[config.mk]
export PLATFORM = sky130hd
export DESIGN_NAME = pdslc_regs
export DESIGN_NICKNAME = d
export VERILOG_FILES = /design/src/verilog/pdslc_pkg.sv /design/src/verilog/pdslc_regs.sv
export SDC_FILE = /design/constraint.sdc
export NUM_CORES = 1
export LEC_CHECK = 0
export BUFFER_PORTS_ARGS = -buffer_cell sky130_fd_sc_hd__buf_2
export CORE_UTILIZATION = 31
export DETAILED_ROUTE_END_ITERATION = 12
export PLACE_DENSITY = 0.67
export SETUP_SLACK_MARGIN = 0.15
export SLEW_MARGIN = 40
export SYNTH_ARGS = -nofsm -noshare
export SYNTH_HDL_FRONTEND = slang
export SYNTH_SLANG_ARGS = --single-unit
[constraint.sdc]
create_clock -name clk_in -period 1.5 [get_ports clk_in]
set_input_delay 0.075 -clock clk_in [delete_from_list [all_inputs] [get_ports clk_in]]
set_output_delay 0.075 -clock clk_in [all_outputs]
set_load 0.01 [all_outputs]
[src/verilog/pdslc_pkg.sv]
// Constants for the device control, device status and link capabilities registers
`default_nettype none
package pdslc_pkg;
   // Configuration space byte offsets
   localparam logic [11:0] DEV_CONTROL_OFS = 12'h078;
   localparam logic [11:0] DEV_STATUS_OFS = 12'h07a;
   localparam logic [11:0] LINK_CAPS_OFS = 12'h07c;
   localparam int CFG_ADDR_W = 12;
   localparam int CFG_DATA_W = 32;
   localparam int CFG_BE_W = 4;
   // Lane of the dword at 0x78 that holds the status word
   localparam int STATUS_LANE_LSB = 16;
   localparam int STATUS_BE_IDX = 2;
   localparam int CONTROL_BE_IDX = 0;
   // Device control fields
   localparam int CORR_REPORT_EN_BIT = 0;
   localparam int NONFATAL_REPORT_EN_BIT = 1;
   localparam int UR_REPORT_EN_BIT = 3;
   localparam logic [15:0] DEV_CONTROL_RESET = 16'h0000;
   // Device status fields
   localparam int CORR_DET_BIT = 0;
   localparam int NONFATAL_DET_BIT = 1;
   localparam int FATAL_DET_BIT = 2;
   localparam int UR_DET_BIT = 3;
   localparam int AUX_PWR_BIT = 4;
   localparam int TXN_TXN_PENDING_BIT = 5;
   localparam logic [15:0] DEV_STATUS_RESET = 16'h0000;
   localparam logic [9:0] STATUS_RSVD_VAL = 10'h000;
   // Link capabilities fields
   localparam logic [7:0] PORT_NUM_VAL = 8'h00;
   localparam logic [1:0] CAPS_RSVD_VAL = 2'h0;
   localparam logic BW_NOTIFY_CAPABLE = 1'b0;
   localparam logic LINK_ACTIVE_REPORT_CAPABLE = 1'b0;
   localparam logic SURPRISE_DOWN_CAPABLE = 1'b0;
   localparam logic CLOCK_PM_CAPABLE = 1'b1;
   localparam logic [2:0] L0S_LAT_COMMON = 3'h3;
   localparam logic [2:0] L0S_LAT_ASYNC = 3'h4;
   localparam logic [1:0] ASPM_SUPPORT_VAL = 2'h3;
   localparam logic [5:0] MAX_LINK_WIDTH_VAL = 6'h01;
   localparam logic [3:0] MAX_LINK_SPEED_VAL = 4'h1;
endpackage
`default_nettype wire

[src/verilog/pdslc_regs.sv]
// Device control error enables, device status and link capabilities registers
// Notes on behaviour
// Nonfatal enable set allows nonfatal error messages
// Correctable enable set allows correctable error messages
// Pending bit follows outstanding non-posted transactions
// Aux power bit shows detected auxiliary power
// Unsupported request always sets its detected flag
// Fatal error sets fatal detected flag
// Nonfatal error sets nonfatal detected flag
// Correctable error sets correctable detected flag
// Detected flags clear only by writing one
// Status upper bits read zero; resets zero
// Port number and reserved bits read zero
// Bandwidth, link-active, surprise-down capabilities read zero
// Clock power management capability reads one
// L1_exit_latency mirrors diagnostic field chosen by clocking
// L0s_exit_latency 011b common, 100b asynchronous
// ASPM support field reads 11b
// Maximum link width reads single lane
// Maximum link speed reads 2.5 Gb/s
// Common clock bit selects reported latencies
// Unsupported request reporting enable adds nonfatal message
`timescale 1ns/1ps
`default_nettype none
module pdslc_regs (
   input wire logic clk_in,
   input wire logic rst_b_in,
   // Configuration access, dword aligned byte address
   input wire logic cfg_rd_in,
   input wire logic cfg_wr_in,
   input wire logic [pdslc_pkg::CFG_ADDR_W-1:0] cfg_addr_in,
   input wire logic [pdslc_pkg::CFG_BE_W-1:0] cfg_be_in,
   input wire logic [pdslc_pkg::CFG_DATA_W-1:0] cfg_wdata_in,
   output logic [pdslc_pkg::CFG_DATA_W-1:0] cfg_rdata_out,
   output logic cfg_rvalid_out,
   // Device events from core logic
   input wire logic unsupported_req_in,
   input wire logic fatal_err_in,
   input wire logic nonfatal_err_in,
   input wire logic correctable_err_in,
   input wire logic np_outstanding_in,
   // Auxiliary power sense pin
   input wire logic aux_power_pin_in,
   // Link settings held elsewhere in configuration space
   input wire logic common_clock_cfg_in,
   input wire logic [2:0] l1_exit_sel_a_in,
   input wire logic [2:0] l1_exit_sel_b_in,
   // Error message requests toward the upstream message generator
   output logic err_nonfatal_msg_out,
   output logic err_cor_msg_out,
   // Enables for other logic
   output logic nonfatal_report_en_out,
   output logic correctable_report_en_out,
   output logic unsupported_req_report_en_out
);
   import pdslc_pkg::*;

   logic nonfatal_report_en_q;
   logic correctable_report_en_q;
   logic unsupported_req_report_en_q;
   // Detected flags, indexed by their status bit positions
   localparam int NUM_FLAGS = 4;
   logic [NUM_FLAGS-1:0] err_flags_q;
   logic txn_pending_q;
   logic aux_meta_q;
   logic aux_power_detected_q;
   logic err_nonfatal_msg_q;
   logic err_cor_msg_q;
   logic [CFG_DATA_W-1:0] rdata_q;
   logic rvalid_q;

   // Address decode
   wire logic hit_ctl_sts = (cfg_addr_in[CFG_ADDR_W-1:2] == DEV_CONTROL_OFS[CFG_ADDR_W-1:2]);
   wire logic hit_caps = (cfg_addr_in[CFG_ADDR_W-1:2] == LINK_CAPS_OFS[CFG_ADDR_W-1:2]);
   wire logic ctl_wr = cfg_wr_in & hit_ctl_sts & cfg_be_in[CONTROL_BE_IDX];
   wire logic sts_wr = cfg_wr_in & hit_ctl_sts & cfg_be_in[STATUS_BE_IDX];
   wire logic [15:0] sts_wdata = cfg_wdata_in[STATUS_LANE_LSB +: 16];

   // Write-one-to-clear strobes; a new event wins over the clear
   wire logic [NUM_FLAGS-1:0] flag_event = {unsupported_req_in, fatal_err_in, nonfatal_err_in,
      correctable_err_in};
   wire logic [NUM_FLAGS-1:0] flag_clr = {NUM_FLAGS{sts_wr}} & sts_wdata[UR_DET_BIT:CORR_DET_BIT];

   // One sticky flag per error kind
   for (genvar i = 0; i < NUM_FLAGS; i++) begin : g_flag
      always_ff @(posedge clk_in or negedge rst_b_in) begin
         if (!rst_b_in) begin
            err_flags_q[i] <= DEV_STATUS_RESET[CORR_DET_BIT + i];
         end else begin
            err_flags_q[i] <= flag_event[i] | (err_flags_q[i] & ~flag_clr[i]);
         end
      end
   end

   // Message requests
   wire logic nonfatal_msg_d = (nonfatal_report_en_q & nonfatal_err_in)
      | (unsupported_req_report_en_q & unsupported_req_in);
   wire logic cor_msg_d = correctable_report_en_q & correctable_err_in;

   // Register images
   wire logic [15:0] dev_control_img = {12'h000, unsupported_req_report_en_q, 1'b0,
      nonfatal_report_en_q, correctable_report_en_q};
   wire logic [15:0] dev_status_img = {STATUS_RSVD_VAL, txn_pending_q, aux_power_detected_q,
      err_flags_q};
   wire logic [2:0] l1_exit_latency = common_clock_cfg_in ? l1_exit_sel_a_in
      : l1_exit_sel_b_in;
   wire logic [2:0] l0s_exit_latency = common_clock_cfg_in ? L0S_LAT_COMMON
      : L0S_LAT_ASYNC;
   wire logic [31:0] link_caps_img = {PORT_NUM_VAL, CAPS_RSVD_VAL,
      BW_NOTIFY_CAPABLE, LINK_ACTIVE_REPORT_CAPABLE, SURPRISE_DOWN_CAPABLE,
      CLOCK_PM_CAPABLE,
      l1_exit_latency, l0s_exit_latency,
      ASPM_SUPPORT_VAL,
      MAX_LINK_WIDTH_VAL,
      MAX_LINK_SPEED_VAL};
   wire logic [31:0] rdata_d = hit_ctl_sts ? {dev_status_img, dev_control_img}
      : hit_caps ? link_caps_img : 32'h0000_0000;

   // Device control enables
   always_ff @(posedge clk_in or negedge rst_b_in) begin
      if (!rst_b_in) begin
         nonfatal_report_en_q <= DEV_CONTROL_RESET[NONFATAL_REPORT_EN_BIT];
         correctable_report_en_q <= DEV_CONTROL_RESET[CORR_REPORT_EN_BIT];
         unsupported_req_report_en_q <= DEV_CONTROL_RESET[UR_REPORT_EN_BIT];
      end else if (ctl_wr) begin
         nonfatal_report_en_q <= cfg_wdata_in[NONFATAL_REPORT_EN_BIT];
         correctable_report_en_q <= cfg_wdata_in[CORR_REPORT_EN_BIT];
         unsupported_req_report_en_q <= cfg_wdata_in[UR_REPORT_EN_BIT];
      end
   end

   // Status flags; pending and aux power ignore writes
   always_ff @(posedge clk_in or negedge rst_b_in) begin
      if (!rst_b_in) begin
         txn_pending_q <= DEV_STATUS_RESET[TXN_TXN_PENDING_BIT];
         aux_meta_q <= DEV_STATUS_RESET[AUX_PWR_BIT];
         aux_power_detected_q <= DEV_STATUS_RESET[AUX_PWR_BIT];
      end else begin
         txn_pending_q <= np_outstanding_in;
         aux_meta_q <= aux_power_pin_in;
         aux_power_detected_q <= aux_meta_q;
      end
   end

   // Messages and read data
   always_ff @(posedge clk_in or negedge rst_b_in) begin
      if (!rst_b_in) begin
         err_nonfatal_msg_q <= 1'b0;
         err_cor_msg_q <= 1'b0;
         rdata_q <= 32'h0000_0000;
         rvalid_q <= 1'b0;
      end else begin
         err_nonfatal_msg_q <= nonfatal_msg_d;
         err_cor_msg_q <= cor_msg_d;
         rvalid_q <= cfg_rd_in;
         if (cfg_rd_in) begin
            rdata_q <= rdata_d;
         end
      end
   end

   assign cfg_rdata_out = rdata_q;
   assign cfg_rvalid_out = rvalid_q;
   assign err_nonfatal_msg_out = err_nonfatal_msg_q;
   assign err_cor_msg_out = err_cor_msg_q;
   assign nonfatal_report_en_out = nonfatal_report_en_q;
   assign correctable_report_en_out = correctable_report_en_q;
   assign unsupported_req_report_en_out = unsupported_req_report_en_q;
endmodule // pdslc_regs
`default_nettype wire
== Yosys cells after proc, flatten, opt, wreduce, memory -nomap -nowiden ==
Index checks and enable logic that the tools add are counted.

* Flip-flop bits (word level): 45
* Word-level logic and storage cells: 40

* Eq/ne operators: 2
* Multiplexer cells: 4
* Bitwise gates (word level): 20

{| class="wikitable"
|+ Operators with widths
! cell !! count
|-
| 2-to-1 mux 22 bit || 1
|-
| equality test 10 x 5 -> 1 bit, second input constant || 2
|-
| 2-to-1 mux 19 bit || 1
|-
| AND 1 bit || 10
|-
| 2-to-1 mux 3 bit || 2
|-
| OR 1 bit || 5
|-
| AND 4 bit || 1
|-
| NOT 1 bit || 4
|}

== Logic depth before layout (Yosys ltp) ==
* Depth in word-level cells: 7
* Gate-level depth with buffers: 5
* Gate-level depth less buffers: 3

== Least setup slack after synthesis ==
No wires, ideal clock.

* Path kind: input port to flip-flop
* Start: input cfg_addr_in[7] in the netlist's numbering
* End: register correctable_report_en_q (netlist: correctable_report_en_out)
* Arrival time: 1.055 ns
* Data required time: 1.375 ns
* Setup slack: 0.320 ns
* Stages: 3
* Buffers on the path: 0
* Cells stage by stage: nor4b_4 > nand4_4 > mux2_4

* Longest elaborated chain between the ends: 3

{| class="wikitable"
|+ Ends and longest elaborated chain
! item !! RTL line !! RTL
|-
| start, declared || pdslc_regs.sv:31 || <nowiki>input wire logic [pdslc_pkg::CFG_ADDR_W-1:0] cfg_addr_in,</nowiki>
|-
| equality test 10 x 5 -> 1 bit || pdslc_regs.sv:73 || <nowiki>wire logic hit_ctl_sts = (cfg_addr_in[CFG_ADDR_W-1:2] == DEV_CONTROL_OFS[CFG_ADDR_W-1:2]);</nowiki>
|-
| AND 1 bit (2 in series) || pdslc_regs.sv:75 || <nowiki>wire logic ctl_wr = cfg_wr_in & hit_ctl_sts & cfg_be_in[CONTROL_BE_IDX];</nowiki>
|-
| end signal, assigned || pdslc_regs.sv:123 || <nowiki>correctable_report_en_q <= DEV_CONTROL_RESET[CORR_REPORT_EN_BIT];</nowiki>
|-
| end signal, assigned || pdslc_regs.sv:127 || <nowiki>correctable_report_en_q <= cfg_wdata_in[CORR_REPORT_EN_BIT];</nowiki>
|-
| end, declared || pdslc_regs.sv:59 || <nowiki>logic correctable_report_en_q;</nowiki>
|}

No other way between the ends.
A chain may end at the register's enable or synchronous reset.

== Worst setup path after layout ==
* Start: input cfg_addr_in[7] in the netlist's numbering
* End: register rdata_q[0] (netlist: cfg_rdata_out[0])

* Longest elaborated chain between the ends: 3
* Elaborated cells on any way between the ends: 4

{| class="wikitable"
|+ Ends and longest elaborated chain
! item !! RTL line !! RTL
|-
| equality test 10 x 5 -> 1 bit || pdslc_regs.sv:74 || <nowiki>wire logic hit_caps = (cfg_addr_in[CFG_ADDR_W-1:2] == LINK_CAPS_OFS[CFG_ADDR_W-1:2]);</nowiki>
|-
| 2-to-1 mux 19 bit || pdslc_regs.sv:117 || <nowiki>: hit_caps ? link_caps_img : 32'h0000_0000;</nowiki>
|-
| 2-to-1 mux 22 bit (*) || pdslc_regs.sv:116 || <nowiki>wire logic [31:0] rdata_d = hit_ctl_sts ? {dev_status_img, dev_control_img}</nowiki>
|-
| end signal, assigned || pdslc_regs.sv:157 || <nowiki>rdata_q <= rdata_d;</nowiki>
|-
| end, declared || pdslc_regs.sv:69 || <nowiki>logic [CFG_DATA_W-1:0] rdata_q;</nowiki>
|}

Every way passes the cells marked *; elsewhere a longest branch is shown, timed or not.

==> out/qor.csv <==
metric;value;unit
status;finished clean;
synthesized_area_per_cell;12.7;µm²
synth.distinct_cells;26;
critPathCaptureType;register;
cts_max_level;1;
layout.filler_cells;365;
clkLatencyLatePin;0.26;ns
design.die.area;0.00416;mm²
fin_hold_ws;0.00589;ns
ant_nets;0;
tritoncts_clock_tree;yes;
sequential_fraction_of_the_synthesis_area;53.8;%
pwr_density_cell;808;mW/mm²
antenna_found_initial;0;
max_slew.worst_pin.slew;0.549;ns
timing.critical_path.to;cfg_rdata_out[0]$_DFFE_PN0P_;
total_switching_power;0.000276;W
yosysWarnings;0;
grt_pass1_wl;3930;µm
drt-total-wl;2350;µm
power.clock.fraction;34.3;%
boundaryPins;103;
share_seq_of_total_power;55.6;%
layout_min_cycle_time;1.07;ns
synthTopCellsByArea;sky130_fd_sc_hd__dfrtp_1, sky130_fd_sc_hd__buf_4, sky130_fd_sc_hd__a22o_1;
ys_seq_elements;26;
gp_routability_congestion;0.652;
cts_buffers;3;
final_max_slew_viol_count;0;
max_clock_freq;933;MHz
post-synth-top-area-fraction;53.8;%
power.share.switching;21.7;%
diodes;0;
comb_power_share;10.1;%
setup_viol_count_final;0;
std_cell_rows;22;
coreArea;0.00369;mm²
setup.worst_path.start;cfg_addr_in[7];
layout_common_cells;sky130_fd_sc_hd__buf_2, sky130_fd_sc_hd__dfrtp_1, sky130_fd_sc_hd__conb_1;
clk_pin_slew;0.08;ns
postCtsSetupRepairBufs;0;
critPathArrivalTime;1.28;ns
grt_pass1_vias;862;
io_buffer_count;57;
drt_pass1_iterations;4;
p_int;0.000999;W
post_drt_wl_per_cell;11.5;µm
pin_count_of_the_biggest_net_entering_global_routing;27;
nNetsFinal;222;
ctsRootBufferMaster;sky130_fd_sc_hd__clkbuf_8;
setup_total_negative_slack;0;ns
critical_path.reg2reg.startpoint;correctable_report_en_out$_DFFE_PN0P_;
dr.first_iter.drc_count;14;
starting_density;32.8;%
required_time_reported_for_the_critical_path_endpoint;1.70;ns
critical_path.startpoint_type;input port;
dieHeight;64.5;µm
globalRouteTotalUtil;12.4;%
globalRouteOverflowTotal;0;
grt_setup_unrepaired;false;
max_cap_viol_count;0;
critical_path.max_fanout;7;
vdd_drop_max;502;µV
clockBufferDepth;2;
finClkSkew;0.00246;ns
worstRegToRegCells;1;
worst_hold_path_type;input port to register;
timing.max_slew.rel_slack;63.4;%
power.leakage;0.877;nW
syn2layout_area_growth;30.5;%
final_layout_size_suffix_gt1_share;44.2;%
layout.cells.most_common;sky130_fd_sc_hd__buf_2;
mappedNetlistArea;0.00121;mm²
min_period_over_period;71.4;%
clock_sink_count;26;
yosysTopAreaCell;sky130_fd_sc_hd__dfrtp_1;
finalHoldViolations;0;
die_w;64.5;µm
num_vias;902;
postSynthCellCount;95;
post_drt_via_cell_ratio;4.42;
worst_r2r_endpoint;cfg_rdata_out[0]$_DFFE_PN0P_;
route.detailed.drc;0;
regToRegSetupSlack;0.62;ns
critPathKind;input port to register;
cell families after synthesis:
family | after synthesis | synth area share (%)
compound gates | 18 | 12.5
flops | 26 | 53.8
other cells | 1 | 0.310
simple gates | 20 | 13.4
buf+inv | 24 | 13.8
mux | 6 | 6.20
cell type report:
cell class	instances	area, µm²	area share, %
timing repair buffer	65	360	22.8
multi-input combinational	60	449	28.4
inverter	1	3.75	0.238
clock buffer	4	55.1	3.49
sequential	26	651	41.2
tap	48	60.1	3.80
cell usage after synthesis:
master / n
sky130_fd_sc_hd__and3b_1: 1
sky130_fd_sc_hd__buf_1: 1
sky130_fd_sc_hd__and3_2: 1
sky130_fd_sc_hd__conb_1: 1
sky130_fd_sc_hd__nor2b_1: 1
sky130_fd_sc_hd__buf_4: 20
sky130_fd_sc_hd__and3_1: 2
sky130_fd_sc_hd__nor4bb_1: 1
sky130_fd_sc_hd__nor4b_4: 1
sky130_fd_sc_hd__a221o_1: 2
sky130_fd_sc_hd__nand3_1: 1
sky130_fd_sc_hd__nand4_1: 6
sky130_fd_sc_hd__clkbuf_1: 1
sky130_fd_sc_hd__o2bb2ai_1: 2
sky130_fd_sc_hd__a21o_1: 5
sky130_fd_sc_hd__o211ai_1: 2
sky130_fd_sc_hd__nand4_4: 1
sky130_fd_sc_hd__mux2i_1: 3
sky130_fd_sc_hd__a22o_1: 7
sky130_fd_sc_hd__nand2_1: 2
sky130_fd_sc_hd__mux2_4: 3
sky130_fd_sc_hd__inv_1: 1
sky130_fd_sc_hd__and2_1: 2
sky130_fd_sc_hd__dfrtp_1: 26
sky130_fd_sc_hd__and4b_1: 1
sky130_fd_sc_hd__buf_2: 1
per-layer routing:
metal	vias up	part of all wire (%)	GRT usage, %
li1	435	-	-
met3	2	6.3	2.29
met1	415	45	15.9
met4	0	0.60	5.00
met2	50	48	20.4
met5	-	0	0
how the worst min path moves through the flow:
| stage | startpoint | endpoint | slack [ns] | cells after the start |
|---|---|---|---|---|
| floorplan | rst_b_in | aux_meta_q$_DFF_PN0_ | -0.22 | 0 |
| global placement | rst_b_in | unsupported_req_report_en_out$_DFFE_PN0P_ | 0.09 | 1 |
| detailed placement | rst_b_in | nonfatal_report_en_out$_DFFE_PN0P_ | 0.10 | 1 |
| CTS | unsupported_req_in | dev_status_img[3]$_DFF_PN0_ | 0.001 | 2 |
| global route | nonfatal_err_in | dev_status_img[1]$_DFF_PN0_ | 0.006 | 2 |
| finish | unsupported_req_in | dev_status_img[3]$_DFF_PN0_ | 0.006 | 2 |
worst max-delay path, stage by stage:
cell and delay, ns:
sky130_fd_sc_hd__buf_2 0.11, sky130_fd_sc_hd__nor4b_4 0.48, sky130_fd_sc_hd__and3_1 0.41, sky130_fd_sc_hd__a221o_1 0.20
sequential cells by signal, summed over array words and instances (netlist names):
signal / cells
aux_meta_q: 1
aux_power_detected_q: 1
cfg_rdata_out: 13
cfg_rvalid_out: 1
correctable_report_en_out: 1
dev_status_img: 4
err_cor_msg_out: 1
err_nonfatal_msg_out: 1
nonfatal_report_en_out: 1
txn_pending_q: 1
unsupported_req_report_en_out: 1
through the flow:
step / util, % / power [W] / instance area (µm²) / instances / setup WS (ns)
after floorplan: - / 0.000802 / 1270 / 110 / 0.320
after global placement: 39.7 / 0.000839 / 1460 / 194 / 0.162
after detailed placement: 39.7 / 0.000842 / 1460 / 194 / 0.149
after CTS: 42.8 / 0.00129 / 1580 / 204 / 0.418
after global routing: 42.8 / 0.00133 / 1580 / 204 / 0.326
final: 42.8 / 0.00128 / 1580 / 204 / 0.429
power by group through the flow:
stage	clock network (W)	registers (W)	logic, W
2_1_floorplan	0	0.000725	0.0000772
3_3_place_gp	0	0.000723	0.000115
3_5_place_dp	0	0.000724	0.000119
4_1_cts	0.000447	0.000710	0.000131
5_1_grt	0.000475	0.000710	0.000144
6_report	0.000438	0.000709	0.000129
timing repair:
action | CTS | global route
hold endpoints to repair | 31 | 0
resized for setup | 0 | 0
hold buffers | 6 | 0
(Power assumes the default switching activity.)
